==> src/dmbx_defines.vh <==
// Purpose: constants for the dual mailbox pair
// Assumes: 16-bit mailboxes, flag in the top bit
// Notes:   host register indices are plain word indices
`ifndef DMBX_DEFINES_VH
`define DMBX_DEFINES_VH
`define DMBX_FLAG_BIT      15
`define DMBX_MSG_HI        14
`define DMBX_MSG_W         15
`define DMBX_DATA_W        16
`define DMBX_ADDR_W        4
`define DMBX_ADR_BS_INBOX  4'h0
`define DMBX_ADR_SC_INBOX  4'h1
`define DMBX_ADR_IRQ_STAT  4'h2
`define DMBX_ADR_IRQ_MASK  4'h3
`define DMBX_ADR_STATUS    4'h4
`define DMBX_IRQ_W         2
`define DMBX_IRQ_BS_SET    0
`define DMBX_IRQ_SC_SET    1
`define DMBX_RST_MBOX      16'h0000
`define DMBX_RST_IRQ       2'h0
`define DMBX_CLK_PERIOD_PS 4000
`endif

==> src/dmbx_mailbox_pair.v <==
// Purpose: two one-way mailboxes between bitstream processor and scalar unit
// Assumes: all ports synchronous to clk_i; one access per port per cycle
// Notes:   host writes act like the sending core's writes and set the flag
`timescale 1ns/1ps
`include "dmbx_defines.vh"

module dmbx_mailbox_pair #(
  parameter DATA_W = `DMBX_DATA_W,
  parameter ADDR_W = `DMBX_ADDR_W
) (
  // clock and reset
  input  wire              clk_i,
  input  wire              resetn_i,
  // scalar unit port
  input  wire              su_wr_i,
  input  wire [DATA_W-1:0] su_wdata_i,
  input  wire              su_rd_bs_i,
  input  wire              su_rd_sc_i,
  output wire [DATA_W-1:0] su_rdata_o,
  // bitstream processor port
  input  wire              bp_wr_i,
  input  wire [DATA_W-1:0] bp_wdata_i,
  input  wire              bp_rd_bs_i,
  input  wire              bp_rd_sc_i,
  output wire [DATA_W-1:0] bp_rdata_o,
  // host register port
  input  wire [ADDR_W-1:0] host_addr_i,
  input  wire [DATA_W-1:0] host_wdata_i,
  input  wire              host_wr_i,
  input  wire              host_rd_i,
  output wire [DATA_W-1:0] host_rdata_o,
  // interrupt and observation
  output wire              irq_o,
  output wire              bitstream_inbox_flag_out_o,
  output wire              scalar_inbox_flag_out_o
);

  // mailbox storage
  reg [`DMBX_MSG_W-1:0] bs_msg_r;
  reg [`DMBX_MSG_W-1:0] bs_msg_nxt;
  reg                   bs_flag_r;
  reg                   bs_flag_nxt;
  reg [`DMBX_MSG_W-1:0] sc_msg_r;
  reg [`DMBX_MSG_W-1:0] sc_msg_nxt;
  reg                   sc_flag_r;
  reg                   sc_flag_nxt;
  // interrupt state
  reg [`DMBX_IRQ_W-1:0] irq_stat_r;
  reg [`DMBX_IRQ_W-1:0] irq_stat_nxt;
  reg [`DMBX_IRQ_W-1:0] irq_mask_r;
  reg [`DMBX_IRQ_W-1:0] irq_mask_nxt;
  // read data registers
  reg [DATA_W-1:0]      su_rdata_r;
  reg [DATA_W-1:0]      su_rdata_nxt;
  reg [DATA_W-1:0]      bp_rdata_r;
  reg [DATA_W-1:0]      bp_rdata_nxt;
  reg [DATA_W-1:0]      host_rdata_r;
  reg [DATA_W-1:0]      host_rdata_nxt;

  wire [DATA_W-1:0] bs_word;
  wire [DATA_W-1:0] sc_word;
  wire              host_wr_bs;
  wire              host_wr_sc;
  wire              bs_set;
  wire              sc_set;
  wire              bs_clr;
  wire              sc_clr;
  wire              host_rd_stat;

  assign bs_word = {bs_flag_r, bs_msg_r};
  assign sc_word = {sc_flag_r, sc_msg_r};

  assign host_wr_bs   = host_wr_i && (host_addr_i == `DMBX_ADR_BS_INBOX);
  assign host_wr_sc   = host_wr_i && (host_addr_i == `DMBX_ADR_SC_INBOX);
  assign host_rd_stat = host_rd_i && (host_addr_i == `DMBX_ADR_IRQ_STAT);

  // host write data wins over a core write in the same cycle; the flag is set either way
  assign bs_set = su_wr_i || host_wr_bs;
  assign sc_set = bp_wr_i || host_wr_sc;
  assign bs_clr = bp_rd_bs_i;
  assign sc_clr = su_rd_sc_i;

  always @* begin
    bs_msg_nxt  = bs_msg_r;
    bs_flag_nxt = bs_flag_r;
    sc_msg_nxt  = sc_msg_r;
    sc_flag_nxt = sc_flag_r;
    if (host_wr_bs) begin
      bs_msg_nxt = host_wdata_i[`DMBX_MSG_HI:0];
    end else if (su_wr_i) begin
      bs_msg_nxt = su_wdata_i[`DMBX_MSG_HI:0];
    end
    if (host_wr_sc) begin
      sc_msg_nxt = host_wdata_i[`DMBX_MSG_HI:0];
    end else if (bp_wr_i) begin
      sc_msg_nxt = bp_wdata_i[`DMBX_MSG_HI:0];
    end
    // set listed last so it wins over a clear in the same cycle
    if (bs_clr) begin
      bs_flag_nxt = 1'b0;
    end
    if (bs_set) begin
      bs_flag_nxt = 1'b1;
    end
    if (sc_clr) begin
      sc_flag_nxt = 1'b0;
    end
    if (sc_set) begin
      sc_flag_nxt = 1'b1;
    end
  end

  // core read paths: reads of the own inbox see the flag before clearing
  always @* begin
    su_rdata_nxt = su_rdata_r;
    bp_rdata_nxt = bp_rdata_r;
    if (su_rd_sc_i) begin
      su_rdata_nxt = sc_word;
    end else if (su_rd_bs_i) begin
      su_rdata_nxt = bs_word;
    end
    if (bp_rd_bs_i) begin
      bp_rdata_nxt = bs_word;
    end else if (bp_rd_sc_i) begin
      bp_rdata_nxt = sc_word;
    end
  end

  // host registers; host reads of the mailboxes never touch the flags
  always @* begin
    host_rdata_nxt = {DATA_W{1'b0}};
    irq_mask_nxt   = irq_mask_r;
    irq_stat_nxt   = irq_stat_r;
    if (host_rd_stat) begin
      irq_stat_nxt = `DMBX_RST_IRQ;
    end
    // events set after the read-clear so none is lost
    if (bs_set) begin
      irq_stat_nxt[`DMBX_IRQ_BS_SET] = 1'b1;
    end
    if (sc_set) begin
      irq_stat_nxt[`DMBX_IRQ_SC_SET] = 1'b1;
    end
    if (host_wr_i && (host_addr_i == `DMBX_ADR_IRQ_MASK)) begin
      irq_mask_nxt = host_wdata_i[`DMBX_IRQ_W-1:0];
    end
    if (host_rd_i) begin
      case (host_addr_i)
        `DMBX_ADR_BS_INBOX: host_rdata_nxt = bs_word;
        `DMBX_ADR_SC_INBOX: host_rdata_nxt = sc_word;
        `DMBX_ADR_IRQ_STAT: host_rdata_nxt[`DMBX_IRQ_W-1:0] = irq_stat_r;
        `DMBX_ADR_IRQ_MASK: host_rdata_nxt[`DMBX_IRQ_W-1:0] = irq_mask_r;
        `DMBX_ADR_STATUS:   host_rdata_nxt[`DMBX_IRQ_W-1:0] = {sc_flag_r, bs_flag_r};
        default:            host_rdata_nxt = {DATA_W{1'b0}};
      endcase
    end
  end

  always @(posedge clk_i or negedge resetn_i) begin
    if (!resetn_i) begin
      bs_msg_r     <= {`DMBX_MSG_W{1'b0}};
      bs_flag_r    <= 1'b0;
      sc_msg_r     <= {`DMBX_MSG_W{1'b0}};
      sc_flag_r    <= 1'b0;
      irq_stat_r   <= `DMBX_RST_IRQ;
      irq_mask_r   <= `DMBX_RST_IRQ;
      su_rdata_r   <= `DMBX_RST_MBOX;
      bp_rdata_r   <= `DMBX_RST_MBOX;
      host_rdata_r <= `DMBX_RST_MBOX;
    end else begin
      bs_msg_r     <= bs_msg_nxt;
      bs_flag_r    <= bs_flag_nxt;
      sc_msg_r     <= sc_msg_nxt;
      sc_flag_r    <= sc_flag_nxt;
      irq_stat_r   <= irq_stat_nxt;
      irq_mask_r   <= irq_mask_nxt;
      su_rdata_r   <= su_rdata_nxt;
      bp_rdata_r   <= bp_rdata_nxt;
      host_rdata_r <= host_rdata_nxt;
    end
  end

  assign su_rdata_o                 = su_rdata_r;
  assign bp_rdata_o                 = bp_rdata_r;
  assign host_rdata_o               = host_rdata_r;
  assign irq_o                      = |(irq_stat_r & irq_mask_r);
  assign bitstream_inbox_flag_out_o = bs_flag_r;
  assign scalar_inbox_flag_out_o    = sc_flag_r;

endmodule

==> config.mk <==
export PLATFORM = sky130hd
export DESIGN_NAME = dmbx_mailbox_pair
export DESIGN_NICKNAME = d
export VERILOG_FILES = /design/src/dmbx_mailbox_pair.v
export VERILOG_INCLUDE_DIRS = /design/src
export SDC_FILE = /design/constraint.sdc
export NUM_CORES = 1
export LEC_CHECK = 0
export BUFFER_PORTS_ARGS = -buffer_cell sky130_fd_sc_hd__buf_2
export CORE_ASPECT_RATIO = 0.5
export CORE_MARGIN = 8
export CORE_UTILIZATION = 35
export CTS_BUF_LIST = sky130_fd_sc_hd__clkbuf_2 sky130_fd_sc_hd__clkbuf_4 sky130_fd_sc_hd__clkbuf_8
export DETAILED_ROUTE_END_ITERATION = 10
export PLACE_DENSITY = 0.53
export SLEW_MARGIN = 0
export SYNTH_ARGS = -nofsm -noshare
export SYNTH_HDL_FRONTEND = slang
export SYNTH_SLANG_ARGS = --single-unit
==> constraint.sdc <==
create_clock -name clk_i -period 2.1 [get_ports clk_i]
set_clock_uncertainty 0.2 [all_clocks]
set_input_delay 0 -clock clk_i [delete_from_list [all_inputs] [get_ports clk_i]]
set_output_delay 0 -clock clk_i [all_outputs]
set_load 0.02 [all_outputs]
# Yosys cells after proc, flatten, opt, wreduce, memory -nomap -nowiden
# Index checks and enable logic that the tools add are counted.
[totals]
out_inout_bits = 51
regBits = 84
[op_classes]
mux = 18
bitwise_logic = 1
n_reduce_logical = 16
eq_ne = 4
[ops]
columns = ["op", "n"]
rows = [
  ["16-bit 2-to-1 mux", 5],
  ["15-bit 2-to-1 mux", 4],
  ["14-bit case mux with 2 select lines", 1],
  ["2-bit nonzero test", 8],
  ["2-bit case mux with 5 select lines", 1],
  ["4-bit by 2-bit == test with 1-bit output, second input constant", 2],
  ["1-bit 2-to-1 mux", 6],
  ["4-bit by 1-bit == test with 1-bit output, second input constant", 1],
  ["4-bit by 3-bit == test with 1-bit output, second input constant", 1],
  ["1-bit logical AND", 4],
  ["4-bit zero test", 1],
  ["2-bit AND", 1],
  ["1-bit logical OR", 2],
  ["2-bit 2-to-1 mux", 1],
  ["2-bit OR reduction", 1],
]

# Logic depth before layout (Yosys ltp)
[logic_depth]
depth_word = 4
depth_mapped = 5

# Worst setup path after synthesis
# No wires, ideal clock.
[synth_timing]
path_kind = "input -> register"
from = "in bp_wr_i"
to = "reg sc_msg_r[10]"
path_slack_ns = 0.655
setup_time_ns = 0.125
n_path_buf = 2
required_ns = 1.775
cell_stages = 4
arrival_ns = 1.120
cell_sequence = "buf_2 > buf_1 > mux2_2 > mux2_4"
[synth_via]
elab_chain_len = 1
[synth_lines]
columns = ["item", "line_no", "rtl"]
rows = [
  ["start: declaration", "dmbx_mailbox_pair.v:21", "input wire bp_wr_i,"],
  ["2-bit nonzero test (no line)", "n/a", ""],
  ["end signal: assignment", "dmbx_mailbox_pair.v:163", "sc_msg_r <= {`DMBX_MSG_W{1'b0}};"],
  ["end signal: assignment", "dmbx_mailbox_pair.v:173", "sc_msg_r <= sc_msg_nxt;"],
  ["end: declaration", "dmbx_mailbox_pair.v:43", "reg [`DMBX_MSG_W-1:0] sc_msg_r;"],
]
# No other way between the ends.
# A chain may end at the register's enable or synchronous reset.

# Final worst setup path
[layout_timing]
from = "in host_addr_i[1]"
to = "reg irq_mask_r[0]"
[layout_via]
elab_chain_len = 2
[layout_lines]
columns = ["item", "line_no", "rtl"]
rows = [
  ["start: declaration", "dmbx_mailbox_pair.v:27", "input wire [ADDR_W-1:0] host_addr_i,"],
  ["4-bit by 2-bit == test with 1-bit output", "n/a", ""],
  ["1-bit logical AND", "dmbx_mailbox_pair.v:144", "if (host_wr_i && (host_addr_i == `DMBX_ADR_IRQ_MASK)) begin"],
  ["end signal: assignment", "dmbx_mailbox_pair.v:166", "irq_mask_r <= `DMBX_RST_IRQ;"],
  ["end signal: assignment", "dmbx_mailbox_pair.v:176", "irq_mask_r <= irq_mask_nxt;"],
  ["end: declaration", "dmbx_mailbox_pair.v:50", "reg [`DMBX_IRQ_W-1:0] irq_mask_r;"],
]
# No other way between the ends.

==> run summary <==
Final count of pins violating max slew - 0
Clock transition at path regs - 0.08 ns
WHS - 0.0320 ns
Run status - finished, final reports clean
Number of nets in the layout - 579
Post-detailed-routing wire length - 12500 µm
Count of unresolved DRC violations after routing - 0
Non-filler instance count after layout - 666
Data arrival time of the critical path - 1.90 ns
Leading register cell type out of synthesis - dfrtp_1
Via count of the routed design - 3322
Setup TNS - 0 ns
Clock latency on the worst-skew pair - 0.35 ns
Cell Count Post-Placement - 578
Unrepaired setup endpoints after global routing - false
Share of power burned in registers - 49.6%
Wire length of the first global-routing pass - 19700 µm
Ys async rst share - 100%
End-of-flow core utilization - 50.6%
R2r setup slk - 0.27 ns
Worst EP required - 2.14 ns
Total core area - 11000 µm²
Number of enable-type register cells in the synthesized netlist - 0
Routed length per placed instance - 18.7 µm
Netlist cell types - 31
Site row count - 27
Reported leakage power - 0.00261 µW
Switching portion of total power - 29.9%
P_sw - 1160 µW
Largest stage delay, worst path - 0.71 ns
Top-level port count - 113
Number of instances in the synthesized netlist - 342
Initial Utilization - 36.0%
Die width - 167 µm
Worst R2R Start - sc_msg_r[12]
Area of the die - 15300 µm²
Die Y - 91.4 µm
Slew of the pin with the lowest slew margin - 0.647 ns
Vias per std cell - 4.99
Critical path launch point type - input port
Total of cells resized after clock tree synthesis - 0
Synthesis Warnings - 0
HPWL reported at the end of detailed placement - 8190 µm
Ant diodes - 0
Count of nets left with antenna violations after detail routing - 0
Max-slew headroom at the worst pin - 56.8%
Final critical-path required period - 1.86 ns
Buffers on Ports - 109
Cell repeated most along the worst path - dlygate4sd3_1
P&R area growth vs syn - 40.4%
Number of nets in the synthesized netlist - 404
Worst hold path startpoint - host_addr_i[0]
Buffer levels on the longest clock path - 2
Fmax achieved - 539 MHz
Fill cells - 1000
Worst Setup SP - host_addr_i[1]
Post-Syn Area - 3980 µm²
Final period utilization - 88.4%
Biggest fanout along the worst timing path - 7
Sequential cell area fraction in the yosys report - 52.8%
Overflow left after global routing - 0
Syn Area/Cell - 11.6 µm²
Worst path cell trace - buf_2, dlygate4sd3_1, nand4_1, dlygate4sd3_1, mux2_2
TritonCTS clock tree - built
Num CTS Buffers - 9
H-tree Lvls - 3
Number of max-cap violations - 0
Initial drt markers - 195
Power density normalized to cell area - 693 nW/µm²
Initial antenna violation count - 0
Via count of the first global-routing pass - 3518
Largest net degree at the start of global routing - 39
Share of total power in combinational logic - 23.2%
Sinks on the clock net - 84
Clock group share of total power - 27.2%
Post-synthesis register bit count - 84
Clock Tree Root - clkbuf_8
Overall power of the completed layout - 3880 µW
Setup-violating endpoint count in the final report - 0
Tot GR Track Use - 16.4%
Worst setup path category - input port to flip-flop
Cell internal pwr - 2710 µW
CP max-delay cell - dlygate4sd3_1
Hold crit path type - input port to flip-flop
Capturing element type of the critical path - flip-flop
Detailed-router iteration count before antenna repair - 4
Max rail drop VDD - 0.286 mV
Share of layout cells above drive strength 1 - 33.2%
GP Congestion - 0.744
Endpoints failing hold - 0
==> cells in the final DEF, fill, tap and decap left out <==
master / n
mux2_2: 27
a32oi_1: 1
nor3_1: 1
nor4b_4: 1
a211o_1: 4
nand2_1: 33
nand3b_1: 1
and4b_1: 1
clkinv_2: 2
a22o_1: 1
or4_1: 1
a22oi_1: 14
nor2_2: 1
nor2_1: 1
and3_1: 1
nor4_4: 1
mux2i_1: 48
buf_12: 3
a21oi_1: 1
dfrtp_1: 84
buf_4: 9
a31oi_1: 1
dlygate4sd3_1: 72
nand3_1: 2
inv_1: 2
o21ai_0: 48
nand4b_1: 1
clkinvlp_4: 2
mux2_4: 8
nand4_1: 16
clkbuf_8: 11
nor2b_1: 14
buf_2: 108
==> worst paths after layout <==
kind,end,cells after the start
worst max-delay path,irq_mask_r[0],5
worst min-delay path,host_rdata_o[0],4
worst max register to register,sc_msg_r[12],3
worst min register to register,irq_stat_r[0],1
max in group asynchronous,sc_msg_r[12],4
min in group asynchronous,host_rdata_o[2],4
==> what timing repair did <==
action,4_1_cts,5_1_grt
hold buffers,73,0
endpoints found under the hold margin,164,0
setup buffers,0,0
==> metal layers <==
layer  up-vias  global-route usage [%]  part of all wire (%)  wire [µm]
met3         4                    4.27                   7.3        906
met1      1645                    21.4                    45       5600
met4         0                    4.24                  0.58         72
met5         -                       0                     0          0
met2        89                    26.8                    47       5880
li1       1584                       -                     -          -
==> synthesized netlist by cell type, types with 2 or more instances <==
cell,n,area (µm²)
a211o_1,4,35.0
dfrtp_1,84,2100
nor2b_1,14,87.6
mux2i_1,48,480
mux2_2,27,304
o21ai_0,48,240
mux2_4,8,120
buf_6,2,22.5
nand4_1,16,100
nand2_1,33,124
buf_2,12,60.1
clkbuf_1,12,45.0
a22oi_1,14,105
nand3_1,2,10.0
inv_1,2,7.51
==> state kept, by name, summed over array words and instances, names as in the netlist <==
signal,count
bitstream_inbox_flag_out_o,1
bp_rdata_o,16
bs_msg_r,15
host_rdata_o,16
irq_mask_r,2
irq_stat_r,2
sc_msg_r,15
scalar_inbox_flag_out_o,1
su_rdata_o,16
==> power groups by stage <==
stage / Clock (µW) / Combinational, µW / Sequential, µW
5_1_grt: 1160 / 972 / 1950
3_5_place_dp: 0 / 748 / 1960
6_report: 1050 / 898 / 1920
2_1_floorplan: 0 / 334 / 2040
3_3_place_gp: 0 / 736 / 1960
4_1_cts: 1100 / 903 / 1920
==> metrics by stage <==
step	instance area, µm²	worst slack (ns)
global route	5590	0.188
finish	5590	0.244
detailed placement	4670	0.498
global placement	4670	0.525
floorplan	3980	0.655
CTS	5590	0.266
==> critical path: cells and delay by family <==
kind | cells | cell delay (ns)
buffers and inverters | 3 | 1.50
muxes | 1 | 0.28
and+or+nand+nor | 1 | 0.12
==> cell type report <==
type | instances | area, µm² | area share, %
multi-input cells | 228 | 1740 | 31.0
repair buffers | 192 | 1390 | 24.8
flip-flops and latches | 84 | 2100 | 37.6
clock buffers | 11 | 151 | 2.71
inverters | 2 | 7.51 | 0.134
well taps | 145 | 181 | 3.24
clock inverters | 4 | 25.0 | 0.448
==> cell families (layout without fill, tap and decap cells) <==
group / after synthesis / count (layout) / synth area share, %
AOI/OAI and AO/OA: 70 / 70 / 10.3
buffers and inverters: 30 / 209 / 3.61
DFF: 84 / 84 / 52.8
muxes: 83 / 83 / 22.7
and+or+nand+nor: 75 / 75 / 10.6
(Power assumes the default switching activity.)
